**config.mk**
```make
export PLATFORM = sky130hd
export DESIGN_NAME = mem_bank_decode
export DESIGN_NICKNAME = d
export VERILOG_FILES = /design/src/design/bank_decode_pkg.sv /design/src/design/gpr_ram.sv /design/src/design/mem_bank_decode.sv
export SDC_FILE = /design/constraint.sdc
export NUM_CORES = 1
export LEC_CHECK = 0
export BUFFER_PORTS_ARGS = -buffer_cell sky130_fd_sc_hd__buf_4
export CORE_MARGIN = 5
export CORE_UTILIZATION = 41
export CTS_CLUSTER_DIAMETER = 40
export DETAILED_ROUTE_END_ITERATION = 8
export PLACE_DENSITY_LB_ADDON = 0.15
export SLEW_MARGIN = 20
export SYNTH_ARGS = -nofsm -noshare
export SYNTH_HDL_FRONTEND = slang
export SYNTH_SLANG_ARGS = --single-unit
export TNS_END_PERCENT = 50
```
**constraint.sdc**
```tcl
create_clock -name clk_sys -period 8.6 [get_ports clk_sys]
set_input_delay 0.43 -clock clk_sys [delete_from_list [all_inputs] [get_ports clk_sys]]
set_output_delay 0.43 -clock clk_sys [all_outputs]
set_load 0.02 [all_outputs]
```
**src/design/bank_decode_pkg.sv**
```systemverilog
// Purpose: Shared constants for the program counter and banked data memory decode.
// Assumes: Data file addresses are 7-bit offsets within a bank of 128 bytes.
// Notes:   Offsets are byte offsets within a bank, mirrored where the decode says so.
package bank_decode_pkg;
  // ***********************************************************************
  // Data memory layout
  // ***********************************************************************
  localparam logic [6:0] OFS_INDIRECT  = 7'h00;
  localparam logic [6:0] OFS_PCL       = 7'h02;
  localparam logic [6:0] OFS_STATUS    = 7'h03;
  localparam logic [6:0] OFS_POINTER   = 7'h04;
  localparam logic [6:0] OFS_PROGRAM_COUNTER_HIGH_LATCH    = 7'h0a;
  localparam logic [6:0] OFS_INTERRUPT_CONTROL    = 7'h0b;
  localparam logic [6:0] OFS_PFLAG1    = 7'h0c;
  localparam logic [6:0] OFS_GPR_BASE  = 7'h20;
  localparam logic [6:0] OFS_ALIAS_LIM = 7'h40;
  localparam logic [1:0] BANK_ONE      = 2'h1;
  localparam logic [1:0] RAM_HI_TAG    = 2'h3;
  localparam int         RAM_BYTES     = 128;
  // ***********************************************************************
  // Field positions
  // ***********************************************************************
  localparam int STATUS_IRP_BIT  = 7;
  localparam int STATUS_SEL_HI   = 6;
  localparam int STATUS_SEL_LO   = 5;
  localparam int INTERRUPT_CONTROL_GIE_BIT  = 7;
  localparam logic [7:0] PFLAG1_IMPL_MASK = 8'h4f;
  // Peripheral event inputs: 4 converter, 3 serial, 2 capture, 1 timer2, 0 timer1.
  localparam int PFLAG1_EVENTS   = 5;
  // ***********************************************************************
  // Reset values and vectors
  // ***********************************************************************
  localparam logic [12:0] RESET_VECTOR = 13'h0000;
  localparam logic [12:0] IRQ_VECTOR   = 13'h0004;
  localparam logic [7:0]  STATUS_RST   = 8'h18;
  localparam logic [7:0]  POINTER_RST  = 8'h00;
  localparam logic [7:0]  PROGRAM_COUNTER_HIGH_LATCH_RST   = 8'h00;
  localparam logic [7:0]  INTERRUPT_CONTROL_RST   = 8'h00;
  localparam logic [7:0]  PFLAG1_RST   = 8'h00;
endpackage

```
**src/design/gpr_ram.sv**
```systemverilog
// Purpose: General purpose register storage with a registered read port.
// Assumes: One access per cycle; read and write never target it together.
// Notes:   Contents are not cleared by reset.
`timescale 1ns/10ps
`default_nettype none
module gpr_ram #(
  parameter int WIDTH = 8,
  parameter int DEPTH = 128
) (
  input  wire logic                     clk_sys, // System clock.
  input  wire logic                     rst,     // Synchronous reset, high.
  input  wire logic                     wr_en,   // Write strobe.
  input  wire logic                     rd_en,   // Read strobe.
  input  wire logic [$clog2(DEPTH)-1:0] addr,    // Word index.
  input  wire logic [WIDTH-1:0]         wdata,   // Write data.
  output logic      [WIDTH-1:0]         rdata_q  // Registered read data.
);
  logic [WIDTH-1:0] mem [DEPTH];

  // Store on write and capture the addressed word on read.
  always_ff @(posedge clk_sys)
  begin
    if (wr_en)
    begin
      mem[addr] <= wdata;
    end
    if (rst)
    begin
      rdata_q <= '0;
    end
    else if (rd_en)
    begin
      rdata_q <= mem[addr];
    end
  end
endmodule
`default_nettype wire

```
**src/design/mem_bank_decode.sv**
```systemverilog
// Purpose: Program counter addressing and banked data memory decode for an 8-bit core.
// Assumes: The core drives one data request per cycle and program control strobes.
// Notes:   Data reads answer two cycles after the request; writes take effect at once.
// Overview of operation
// [RQ1] Separate program and data buses, same cycle.
// [RQ2] Data EEPROM reached via pointer, not mapped.
// [RQ3] Thirteen bit program counter, 8K word space.
// [RQ4] Fetch address wraps above implemented flash.
// [RQ5] Reset loads 0000h; interrupt vectors 0004h.
// [RQ6] Status bits 6:5 select one of four banks.
// [RQ7] Bank holds 128 bytes: registers low, RAM high.
// [RQ8] Core registers mirrored into every bank.
// [RQ9] Direct and pointer based indirect data access.
// [RQ10] Flags set regardless of any enable bit.
// [RQ11] Software clears flags before enabling interrupts.
// [RQ12] Offset 0 indirect; upper bank RAM aliases bank 0.
// [RQ13] Flag register at 0Ch, software cleared only.
`timescale 1ns/10ps
`default_nettype none
module mem_bank_decode
  import bank_decode_pkg::*;
#(
  parameter int PROG_WORDS = 2048,
  parameter int EE_BYTES   = 256
) (
  input  wire logic                     clk_sys,       // System clock, 125 MHz.
  input  wire logic                     rst,           // Synchronous reset, high.
  input  wire logic                     pc_step,       // Advance program counter.
  input  wire logic                     pc_jump,       // Load counter from jump target.
  input  wire logic [10:0]              jump_addr,     // Jump target low bits.
  input  wire logic                     irq_take,      // Interrupt accepted by the core.
  input  wire logic                     data_rd,       // Data read request.
  input  wire logic                     data_wr,       // Data write request.
  input  wire logic [6:0]               data_addr,     // Direct file offset.
  input  wire logic [7:0]               data_wdata,    // Data write value.
  input  wire logic [PFLAG1_EVENTS-1:0] periph_event,  // Peripheral condition pulses.
  output logic      [12:0]              prog_addr_q,   // Wrapped program fetch address.
  output logic      [12:0]              pc_q,          // Full program counter.
  output logic      [7:0]               data_rdata_q,  // Data read value.
  output logic                          data_rvalid_q, // Read data valid pulse.
  output logic      [1:0]               bank_q,        // Selected data bank.
  output logic                          global_irq_enable_q, // Global enable level.
  output logic      [7:0]               flags_q,       // Peripheral flag bits.
  output logic      [7:0]               ee_addr_q      // Data EEPROM address.
);
  // ***********************************************************************
  // Elaboration checks
  // ***********************************************************************
  if (!(PROG_WORDS == 1024 || PROG_WORDS == 2048))
  begin : g_bad_prog
    $error("PROG_WORDS must be 1024 or 2048");
  end
  if (!(EE_BYTES == 128 || EE_BYTES == 256))
  begin : g_bad_ee
    $error("EE_BYTES must be 128 or 256");
  end

  localparam logic [12:0] PROG_MASK = 13'(PROG_WORDS - 1);
  localparam logic [7:0]  EE_MASK   = 8'(EE_BYTES - 1);

  // ***********************************************************************
  // State
  // ***********************************************************************
  typedef struct packed {
    logic [12:0] pc;
    logic [12:0] prog_addr;
    logic [7:0]  status;
    logic [7:0]  pointer;
    logic [7:0]  program_counter_high_latch;
    logic [7:0]  interrupt_control;
    logic [7:0]  pflag1;
    logic        rd1_valid;
    logic        rd1_ram;
    logic [7:0]  rd1_sfr;
    logic [7:0]  rdata;
    logic        rvalid;
    logic [7:0]  ee_addr;
  } state_t;

  state_t      st_q;
  state_t      st_d;
  logic [8:0]  full_addr;
  logic [6:0]  ofs;
  logic [1:0]  bank;
  logic        is_ram;
  logic [6:0]  ram_idx;
  logic [7:0]  ram_rdata;
  logic [7:0]  sfr_val;
  logic [7:0]  flag_set;

  // Resolve the effective address: offset 0 takes it from the pointer.
  always_comb
  begin
    if (data_addr == OFS_INDIRECT) // see [RQ9] see [RQ12]
    begin
      full_addr = {st_q.status[STATUS_IRP_BIT], st_q.pointer};
    end
    else
    begin
      full_addr = {st_q.status[STATUS_SEL_HI:STATUS_SEL_LO], data_addr}; // see [RQ6]
    end
    ofs     = full_addr[6:0];
    bank    = full_addr[8:7];
    is_ram  = (ofs >= OFS_GPR_BASE); // see [RQ7]
    // Bank 1 keeps 32 private bytes; all other RAM windows alias bank 0.
    if (bank == BANK_ONE && ofs < OFS_ALIAS_LIM)
    begin
      ram_idx = {RAM_HI_TAG, ofs[4:0]};
    end
    else
    begin
      ram_idx = 7'(ofs - OFS_GPR_BASE); // see [RQ12]
    end
  end

  // Register read mux; core registers answer in every bank.
  always_comb
  begin
    sfr_val = 8'h00;
    unique case (ofs) // see [RQ8]
      OFS_PCL:     sfr_val = st_q.pc[7:0];
      OFS_STATUS:  sfr_val = st_q.status;
      OFS_POINTER: sfr_val = st_q.pointer;
      OFS_PROGRAM_COUNTER_HIGH_LATCH:  sfr_val = st_q.program_counter_high_latch;
      OFS_INTERRUPT_CONTROL:  sfr_val = st_q.interrupt_control;
      OFS_PFLAG1:  sfr_val = (bank == 2'h0) ? (st_q.pflag1 & PFLAG1_IMPL_MASK) : 8'h00;
      default:     sfr_val = 8'h00;
    endcase
  end

  // Map event inputs onto their flag bit positions.
  assign flag_set = {1'b0, periph_event[4], 2'b00, periph_event[3:0]};

  // ***********************************************************************
  // Next state
  // ***********************************************************************
  always_comb
  begin
    st_d = st_q;
    // Program counter: interrupt, jump, counter write, then step.
    if (irq_take)
    begin
      st_d.pc = IRQ_VECTOR; // see [RQ5]
    end
    else if (pc_jump)
    begin
      st_d.pc = {st_q.program_counter_high_latch[4:3], jump_addr}; // see [RQ3]
    end
    else if (data_wr && !is_ram && ofs == OFS_PCL)
    begin
      st_d.pc = {st_q.program_counter_high_latch[4:0], data_wdata};
    end
    else if (pc_step)
    begin
      st_d.pc = 13'(st_q.pc + 13'h0001);
    end
    // Fetch bus runs every cycle regardless of data traffic.
    st_d.prog_addr = st_d.pc & PROG_MASK; // see [RQ1] see [RQ4]
    // Register writes through the same decode as reads.
    if (data_wr && !is_ram)
    begin
      unique case (ofs) // see [RQ8]
        OFS_STATUS:  st_d.status  = data_wdata;
        OFS_POINTER: st_d.pointer = data_wdata;
        OFS_PROGRAM_COUNTER_HIGH_LATCH:  st_d.program_counter_high_latch  = data_wdata;
        OFS_INTERRUPT_CONTROL:  st_d.interrupt_control  = data_wdata;
        OFS_PFLAG1:
        begin
          if (bank == 2'h0)
          begin
            st_d.pflag1 = data_wdata & PFLAG1_IMPL_MASK; // see [RQ13]
          end
        end
        default:     st_d.pflag1 = st_d.pflag1;
      endcase
    end
    // Events set flags whatever the enables say, and win over a clear.
    st_d.pflag1  = (st_d.pflag1 | flag_set) & PFLAG1_IMPL_MASK; // see [RQ10] see [RQ13]
    st_d.ee_addr = st_d.pointer & EE_MASK; // see [RQ2]
    // Two-stage read return.
    st_d.rd1_valid = data_rd;
    st_d.rd1_ram   = is_ram;
    st_d.rd1_sfr   = sfr_val;
    st_d.rvalid    = st_q.rd1_valid;
    if (st_q.rd1_valid)
    begin
      st_d.rdata = st_q.rd1_ram ? ram_rdata : st_q.rd1_sfr;
    end
  end

  // Register the whole state.
  always_ff @(posedge clk_sys)
  begin
    if (rst)
    begin
      st_q           <= '0;
      st_q.pc        <= RESET_VECTOR; // see [RQ5]
      st_q.prog_addr <= RESET_VECTOR;
      st_q.status    <= STATUS_RST;
      st_q.pointer   <= POINTER_RST;
      st_q.program_counter_high_latch    <= PROGRAM_COUNTER_HIGH_LATCH_RST;
      st_q.interrupt_control    <= INTERRUPT_CONTROL_RST;
      st_q.pflag1    <= PFLAG1_RST;
    end
    else
    begin
      st_q <= st_d;
    end
  end

  // General purpose RAM behind the decode.
  gpr_ram #(
    .WIDTH (8),
    .DEPTH (RAM_BYTES)
  ) u_gpr_ram (
    .clk_sys (clk_sys),
    .rst     (rst),
    .wr_en   (data_wr && is_ram),
    .rd_en   (data_rd && is_ram),
    .addr    (ram_idx),
    .wdata   (data_wdata),
    .rdata_q (ram_rdata)
  );

  // Outputs straight from state flops.
  assign prog_addr_q         = st_q.prog_addr;
  assign pc_q                = st_q.pc;
  assign data_rdata_q        = st_q.rdata;
  assign data_rvalid_q       = st_q.rvalid;
  assign bank_q              = st_q.status[STATUS_SEL_HI:STATUS_SEL_LO];
  assign global_irq_enable_q = st_q.interrupt_control[INTERRUPT_CONTROL_GIE_BIT];
  assign flags_q             = st_q.pflag1;
  assign ee_addr_q           = st_q.ee_addr;
endmodule
`default_nettype wire

```
==> impl_metrics.env, run 1 <==
export IMPL_run_status="finished, final reports clean"
export IMPL_end_kind="register"
export IMPL_relSlewSlack=0.224
export IMPL_grt_usage=0.233
export IMPL_root_buffer="clkbuf_16"
export IMPL_cts_resized=0
export IMPL_hold_violations=0
export IMPL_clkTransAtPathRegs_ps=60
export IMPL_synth_top_area_share=0.696
export IMPL_worstSetupStartpoint="data_addr[4]"
export IMPL_clk_latency_ps=740
export IMPL_io_pins=92
export IMPL_slew_viol_final=0
export IMPL_grt_antenna_before_repair=5
export IMPL_cp_max_fo=13
export IMPL_syn2layout_area_growth_pct=15.6
export IMPL_final_cell_mix="1,024 x edfxtp_1, 850 x nand2_1, 245 x nand3_1"
export IMPL_layout_drive_gt1_share=0.114
export IMPL_nNetsFinal=3494
export IMPL_dr_pass1_iters=6
export IMPL_ys_seq_area_frac=0.731
export IMPL_finalClockSkew_ps=29.7
export IMPL_viasPerCell=5.88
export IMPL_start_kind="input pin"
export IMPL_worst_pin_slew_ps=1160
export IMPL_min_period_over_period=0.497
export IMPL_ys_warn_count=0
export IMPL_max_cap_viol_count=0
export IMPL_cp_data_arrival_time_ps=4850
export IMPL_numPortBuffers=86
export IMPL_drc=0
export IMPL_final_common_cell="edfxtp_1"
export IMPL_synth_ff_type="edfxtp_1"
export IMPL_hp_class="input pin to register"
export IMPL_htreeDepth=4
export IMPL_fp_coreArea_sq_um=107000
export IMPL_syn_area_sq_um=44200
export IMPL_p_leak_nw=16.8
export IMPL_gp_congestion=0.893
export IMPL_numCtsBuffers=145
export IMPL_period_minus_slack_ps=4270
export IMPL_die_h_um=338
export IMPL_floorplan_die_area_sq_um=114000
export IMPL_ant_nets=0
export IMPL_intPower_mw=9.87
export IMPL_critPathKind="input pin to register"
export IMPL_max_freq_mhz=234
export IMPL_swShare=0.226
export IMPL_vias=29200
export IMPL_setup_tns_ps=0
export IMPL_comb_power_share=0.055
export IMPL_fin_util=0.477
export IMPL_ys_top_cells_by_area="edfxtp_1 70%, nand2_1 7.3%, dfxtp_1 3.5%"
export IMPL_cp_required_ps=9180
export IMPL_synth_seq_cells=1101
export IMPL_wl_um=137000
export IMPL_drtIter0Drc=3435
export IMPL_wl_per_cell_um=27.6
export IMPL_rr_startpoint="ee_addr_q[1]$_SDFFE_PP0P_"
export IMPL_antenna_cells=0
export IMPL_syn_instance_count=3422
export IMPL_grt_max_degree=174
export IMPL_initial_core_util=0.413
export IMPL_n_fill_cell=9302
export IMPL_synth_top_cell_by_area="edfxtp_1"
export IMPL_grt_ovfl_total=0
export IMPL_rsz0062_at_grt="false"
export IMPL_power_density_nw_per_um2=250
export IMPL_wl_met2_um=62900
export IMPL_syn_avg_cell_area_sq_um=12.9
export IMPL_clk_path_buf_depth=3
export IMPL_dp_hpwl_um=80300
export IMPL_met1Wirelength_um=57600
export IMPL_multi_input_area_sq_um=10800
export IMPL_final_setup_viol_count=0
export IMPL_grt_pass1_wl_um=197000
export IMPL_top_layer="met5"
export IMPL_synth_edff_count=1024
export IMPL_synth_async_sr_flop_share=0
export IMPL_fp_row_count=120
export IMPL_p_clk_frac=0.483
export IMPL_synth_distinct_cells=61
export IMPL_grt_pass1_vias=28900
export IMPL_final_seq_area_sq_um=32300
export IMPL_hp_start="jump_addr[5]"
export IMPL_route_met3_wl_um=12100
export IMPL_tritoncts="done"
export IMPL_max_vdd_ir_drop_mv=0.196
export IMPL_clock_sinks=1101
export IMPL_p_sw_mw=2.88
export IMPL_die_w_um=338
export IMPL_seqPwrFrac=0.463
## area by class of cell
class | count | area share
flip-flops and latches | 1101 | 0.632
inverters | 4 | 0.000294
clock buffers | 159 | 0.0733
clock inverters | 100 | 0.0237
well taps | 1403 | 0.0344
multi-input cells | 2056 | 0.211
repair buffers | 146 | 0.0247
## per-layer routing
| metal | vias up | track usage |
|---|---|---|
| li1 | 12800 | - |
| met1 | 14800 | 0.322 |
| met2 | 1437 | 0.366 |
| met3 | 267 | 0.0534 |
| met4 | 2 | 0.0800 |
| met5 | - | 0 |
## path summary, 6_finish.rpt
kind                                            end  cells after the start  slack [ps]
setup reg to reg  u_gpr_ram.rdata_q[4]$_SDFFE_PP0P_                      8        4430
hold reg to reg               st_q[48]$_SDFFE_PP0P_                      2         460
setup / recovery  u_gpr_ram.rdata_q[4]$_SDFFE_PP0P_                     11        4330
hold / removal                 pc_q[5]$_SDFFE_PP0P_                      4          90
## logic make-up after synthesis
family	count (synthesis)	synth area share
multiplexers	86	0.0218
buffers and inverters	269	0.0288
other	1	0.0000849
flip-flops	1101	0.731
adder cells (fa/ha/maj)	2	0.000566
AND/OR/NAND/NOR	1449	0.139
AO/OA/AOI/OAI	502	0.0769
XOR/XNOR	12	0.00238
## worst max-delay path, stage by stage
cell      delay, ps
buf_4           150
nor4_4          860
a31oi_1         410
ha_1            500
a311oi_1        110
o311ai_2        920
nor2_1          220
a22oi_1         300
nand3_1         120
a211oi_1        580
o221ai_1        230
## sequential cells by signal, indices dropped and copies added (netlist names), 2 cells and up
name               cells
u_gpr_ram.mem       1024
st_q                  30
pc_q                  13
data_rdata_q           8
ee_addr_q              8
u_gpr_ram.rdata_q      8
flags_q                5
bank_q                 2
## per-stage QoR
step | hold WS (ps) | setup WS (ps) | cells | power (mW) | instance area, sq um
6_report | 92.1 | 4330 | 4969 | 12.7 | 51100
5_1_grt | 103 | 3990 | 4969 | 13.1 | 51100
4_1_cts | 52.7 | 4400 | 4968 | 12.8 | 51000
3_5_place_dp | 450 | 3630 | 4692 | 6.69 | 45900
3_3_place_gp | 445 | 3680 | 4692 | 6.69 | 45900
2_1_floorplan | 432 | 4910 | 3426 | 6.34 | 44200
## power by group through the flow
stage	Sequential [mW]	Combinational, mW	Clock, mW
global route	5.90	0.733	6.48
floorplan	5.99	0.343	0
global placement	6.01	0.680	0
CTS	5.90	0.691	6.24
detailed placement	6.01	0.683	0
finish	5.90	0.695	6.16
## Yosys cell counts, types with 6 or more instances
cell and instances:
nand3_1 245, dfxtp_1 77, a311oi_1 6, o21ai_0 16, or3_1 7, buf_2 49, nor4_1 10, and3_1 7
buf_1 35, a22oi_1 18, a211oi_1 24, a32oi_1 101, mux4_2 8, buf_4 53, nand2_1 858, nor2_1 217
nor3_1 24, a32o_1 9, mux2i_1 78, a31oi_1 59, a21oi_1 202, xor2_1 7, a221oi_1 18, clkbuf_1 128
edfxtp_1 1024, o211ai_1 7, nor2b_1 15, o22ai_1 8, nand4_1 44
## timing repair
action,CTS,global route
hold endpoints to repair,18,0
buffers inserted,0,0
hold buffers,17,0
Note: power is estimated with default switching activity, not from simulation.
==> run 2, diff against run 1 <==
clock period = 4.2 ns   (was 8.6 ns; I/O delays follow)
==> run 2 against run 1 <==
  * Design area rose by 3.7%
  * Critical path type is now register to register
  * Highest routed layer is now met4
  * Sequential share of layout area fell by 2.3 points
  * Wire length fell by 1.1%
  * Die area did not move
  * Sequential power rose by 110%
  * Global-route usage fell by 0.092 points
  * Worst setup slack got worse by 4100 ps
  * Critical path depth fell by 2
  * Largest power group unchanged
  * Via count rose by 2.0%
  * Non-clock buffer count rose by 207
  * Combinational power rose by 110%
  * First-iteration DRC count fell by 8.7%
==> impl_metrics.env, run 2 (synthesized netlist as in run 1, its figures left out) <==
export IMPL_rsz0062_at_grt="false"
export IMPL_grt_pass1_wl_um=199000
export IMPL_viasPerCell=5.76
export IMPL_gp_congestion=0.882
export IMPL_cts_setup_buffers=0
export IMPL_clk_latency_ps=730
export IMPL_rr_startpoint="ee_addr_q[2]$_SDFFE_PP0P_"
export IMPL_slew_viol_final=0
export IMPL_power_density_nw_per_um2=502
export IMPL_slowest_stage="or4b_2"
export IMPL_swShare=0.223
export IMPL_drc=0
export IMPL_floorplan_die_area_sq_um=114000
export IMPL_largest_register_ff_count=1024
export IMPL_worst_pin_slew_ps=1220
export IMPL_n_fill_cell=9201
export IMPL_min_period_over_period=0.935
export IMPL_fp_coreArea_sq_um=107000
export IMPL_fp_row_count=120
export IMPL_reg2reg_to="flags_q[2]$_SDFF_PP0_"
export IMPL_max_cap_viol_count=0
export IMPL_max_vdd_ir_drop_mv=0.424
export IMPL_seqPwrFrac=0.455
export IMPL_grt_ovfl_total=0
export IMPL_cp_required_ps=4810
export IMPL_critical_path_top_delay_family="simple AND/OR/NAND/NOR gates"
export IMPL_root_buffer="clkbuf_16"
export IMPL_io_pins=92
export IMPL_intPower_mw=20.6
export IMPL_relSlewSlack=0.186
export IMPL_numPortBuffers=86
export IMPL_initial_core_util=0.413
export IMPL_hp_class="input pin to register"
export IMPL_worst_path_buf_inv=1
export IMPL_end_kind="register"
export IMPL_period_minus_slack_ps=3930
export IMPL_hold_path_end="u_gpr_ram.mem[23][0]$_DFFE_PP_"
export IMPL_wl_per_cell_um=26.2
export IMPL_syn2layout_area_growth_pct=19.9
export IMPL_ant_nets=0
export IMPL_run_status="finished, final reports clean"
export IMPL_nNetsFinal=3703
export IMPL_finalInstanceArea_sq_um=53000
export IMPL_final_common_cell="edfxtp_1"
export IMPL_wl_um=136000
export IMPL_numCtsBuffers=147
export IMPL_max_freq_mhz=255
export IMPL_hold_violations=0
export IMPL_r2r_cells=9
export IMPL_start_kind="register"
export IMPL_vias=29800
export IMPL_slowest_delay_ps=660
export IMPL_finalClockSkew_ps=28.0
export IMPL_die_w_um=338
export IMPL_r2r_setup_slack_ps=270
export IMPL_clk_path_buf_depth=3
export IMPL_critPathKind="register to register"
export IMPL_p_clk_frac=0.490
export IMPL_place_area_sq_um=47500
export IMPL_final_cell_mix="1,024 x edfxtp_1, 858 x nand2_1, 304 x buf_4"
export IMPL_grt_max_degree=100
export IMPL_dp_hpwl_um=86700
export IMPL_setup_ws_ps=274
export IMPL_p_leak_nw=18.0
export IMPL_die_h_um=338
export IMPL_crit_chain="or4b_2, o22ai_4, nand2_1, nor4_2, nor2b_2, nor2b_1, a211oi_1, nor2_1, dlygate4sd3_1"
export IMPL_layout_drive_gt1_share=0.159
export IMPL_cp_data_arrival_time_ps=4540
export IMPL_clock_sinks=1101
export IMPL_drtIter0Drc=3137
export IMPL_grt_usage=0.232
export IMPL_dr_pass1_iters=6
export IMPL_regMostFlops="u_gpr_ram.mem"
export IMPL_htreeDepth=4
export IMPL_cp_max_fo=10
export IMPL_final_setup_viol_count=0
export IMPL_comb_power_share=0.055
export IMPL_tritoncts="done"
export IMPL_hp_start="data_wdata[0]"
export IMPL_clkTransAtPathRegs_ps=50
export IMPL_holdPathStages=1
export IMPL_grt_pass1_vias=29300
export IMPL_p_sw_mw=5.93
export IMPL_grt_antenna_before_repair=1
export IMPL_setup_tns_ps=0
export IMPL_pre_cts_slack_ps=282
==> run 2: cell count changes in the layout (fill, tap and decap cells not counted), moves of 2 or more <==
cell,before,now
clkinv_1,14,11
dlygate4sd3_1,17,30
clkinvlp_4,10,19
buf_12,10,19
inv_8,2,5
clkinv_4,13,5
clkbuf_16,148,154
bufinv_16,22,24
nand2_1,850,858
clkinv_2,20,13
buf_4,119,304
nand2_2,8,0
==> run 2: layout make-up <==
class                           count  area (sq um)  area share
Tap cell                         1403          1760      0.0331
Antenna cell                        1          2.50   0.0000473
Timing Repair Buffer              353          2960      0.0559
Multi-Input combinational cell   2056         10800       0.203
Inverter                            4          15.0    0.000284
Sequential cell                  1101         32300       0.610
Clock inverter                     96          1260      0.0238
Clock buffer                      165          3900      0.0736
==> run 2: layer usage <==
metal | GRT usage | vias up | part of all wire
met5 | 0 | - | 0
met4 | 0.0832 | 0 | 0.035
met3 | 0.0481 | 266 | 0.080
met2 | 0.363 | 1318 | 0.46
met1 | 0.324 | 15100 | 0.43
li1 | - | 13200 | -
==> run 2: metrics by stage <==
step | hold slack (ps) | total power, mW | utilization | instances
after global routing | 20.4 | 27.3 | 0.495 | 5178
after global placement | 420 | 13.7 | 0.444 | 4887
after detailed placement | 426 | 13.7 | 0.444 | 4887
final | 36.5 | 26.6 | 0.495 | 5179
after CTS | 5.61 | 26.8 | 0.495 | 5178
after floorplan | 289 | 13.0 | - | 3426
==> run 2: how the worst max path moves through the flow <==
stage | start | endpoint | slack [ps] | cells past startpoint
6_report | ee_addr_q[2]$_SDFFE_PP0P_ | flags_q[2]$_SDFF_PP0_ | 270 | 9
5_1_grt | ee_addr_q[2]$_SDFFE_PP0P_ | flags_q[2]$_SDFF_PP0_ | 40 | 9
4_1_cts | ee_addr_q[1]$_SDFFE_PP0P_ | pc_q[2]$_SDFFE_PP0P_ | 70 | 9
3_5_place_dp | data_addr[4] | u_gpr_ram.mem[41][2]$_DFFE_PP_ | 280 | 10
3_3_place_gp | data_addr[4] | u_gpr_ram.rdata_q[3]$_SDFFE_PP0P_ | 290 | 11
2_1_floorplan | data_addr[4] | u_gpr_ram.mem[32][0]$_DFFE_PP_ | 730 | 9
==> run 2: power groups by stage <==
stage | sequential [mW] | combinational (mW) | clock [mW]
floorplan | 12.3 | 0.703 | 0
global placement | 12.3 | 1.43 | 0
detailed placement | 12.3 | 1.44 | 0
CTS | 12.1 | 1.47 | 13.2
global route | 12.1 | 1.56 | 13.7
finish | 12.1 | 1.47 | 13.0
==> run 2: what timing repair did <==
item,4_1_cts,5_1_grt
setup endpoints to repair,0,7
hold buffers,30,0
hold endpoints to repair,55,0
gates resized for setup,0,3
==> run 2: worst reg2reg max path, cell delays in order (launching register included) <==
cell and delay (ps):
dfxtp_1 550, or4b_2 660, o22ai_4 340, nand2_1 220, nor4_2 530, nor2b_2 480, nor2b_1 90, a211oi_1 280
nor2_1 80, dlygate4sd3_1 580
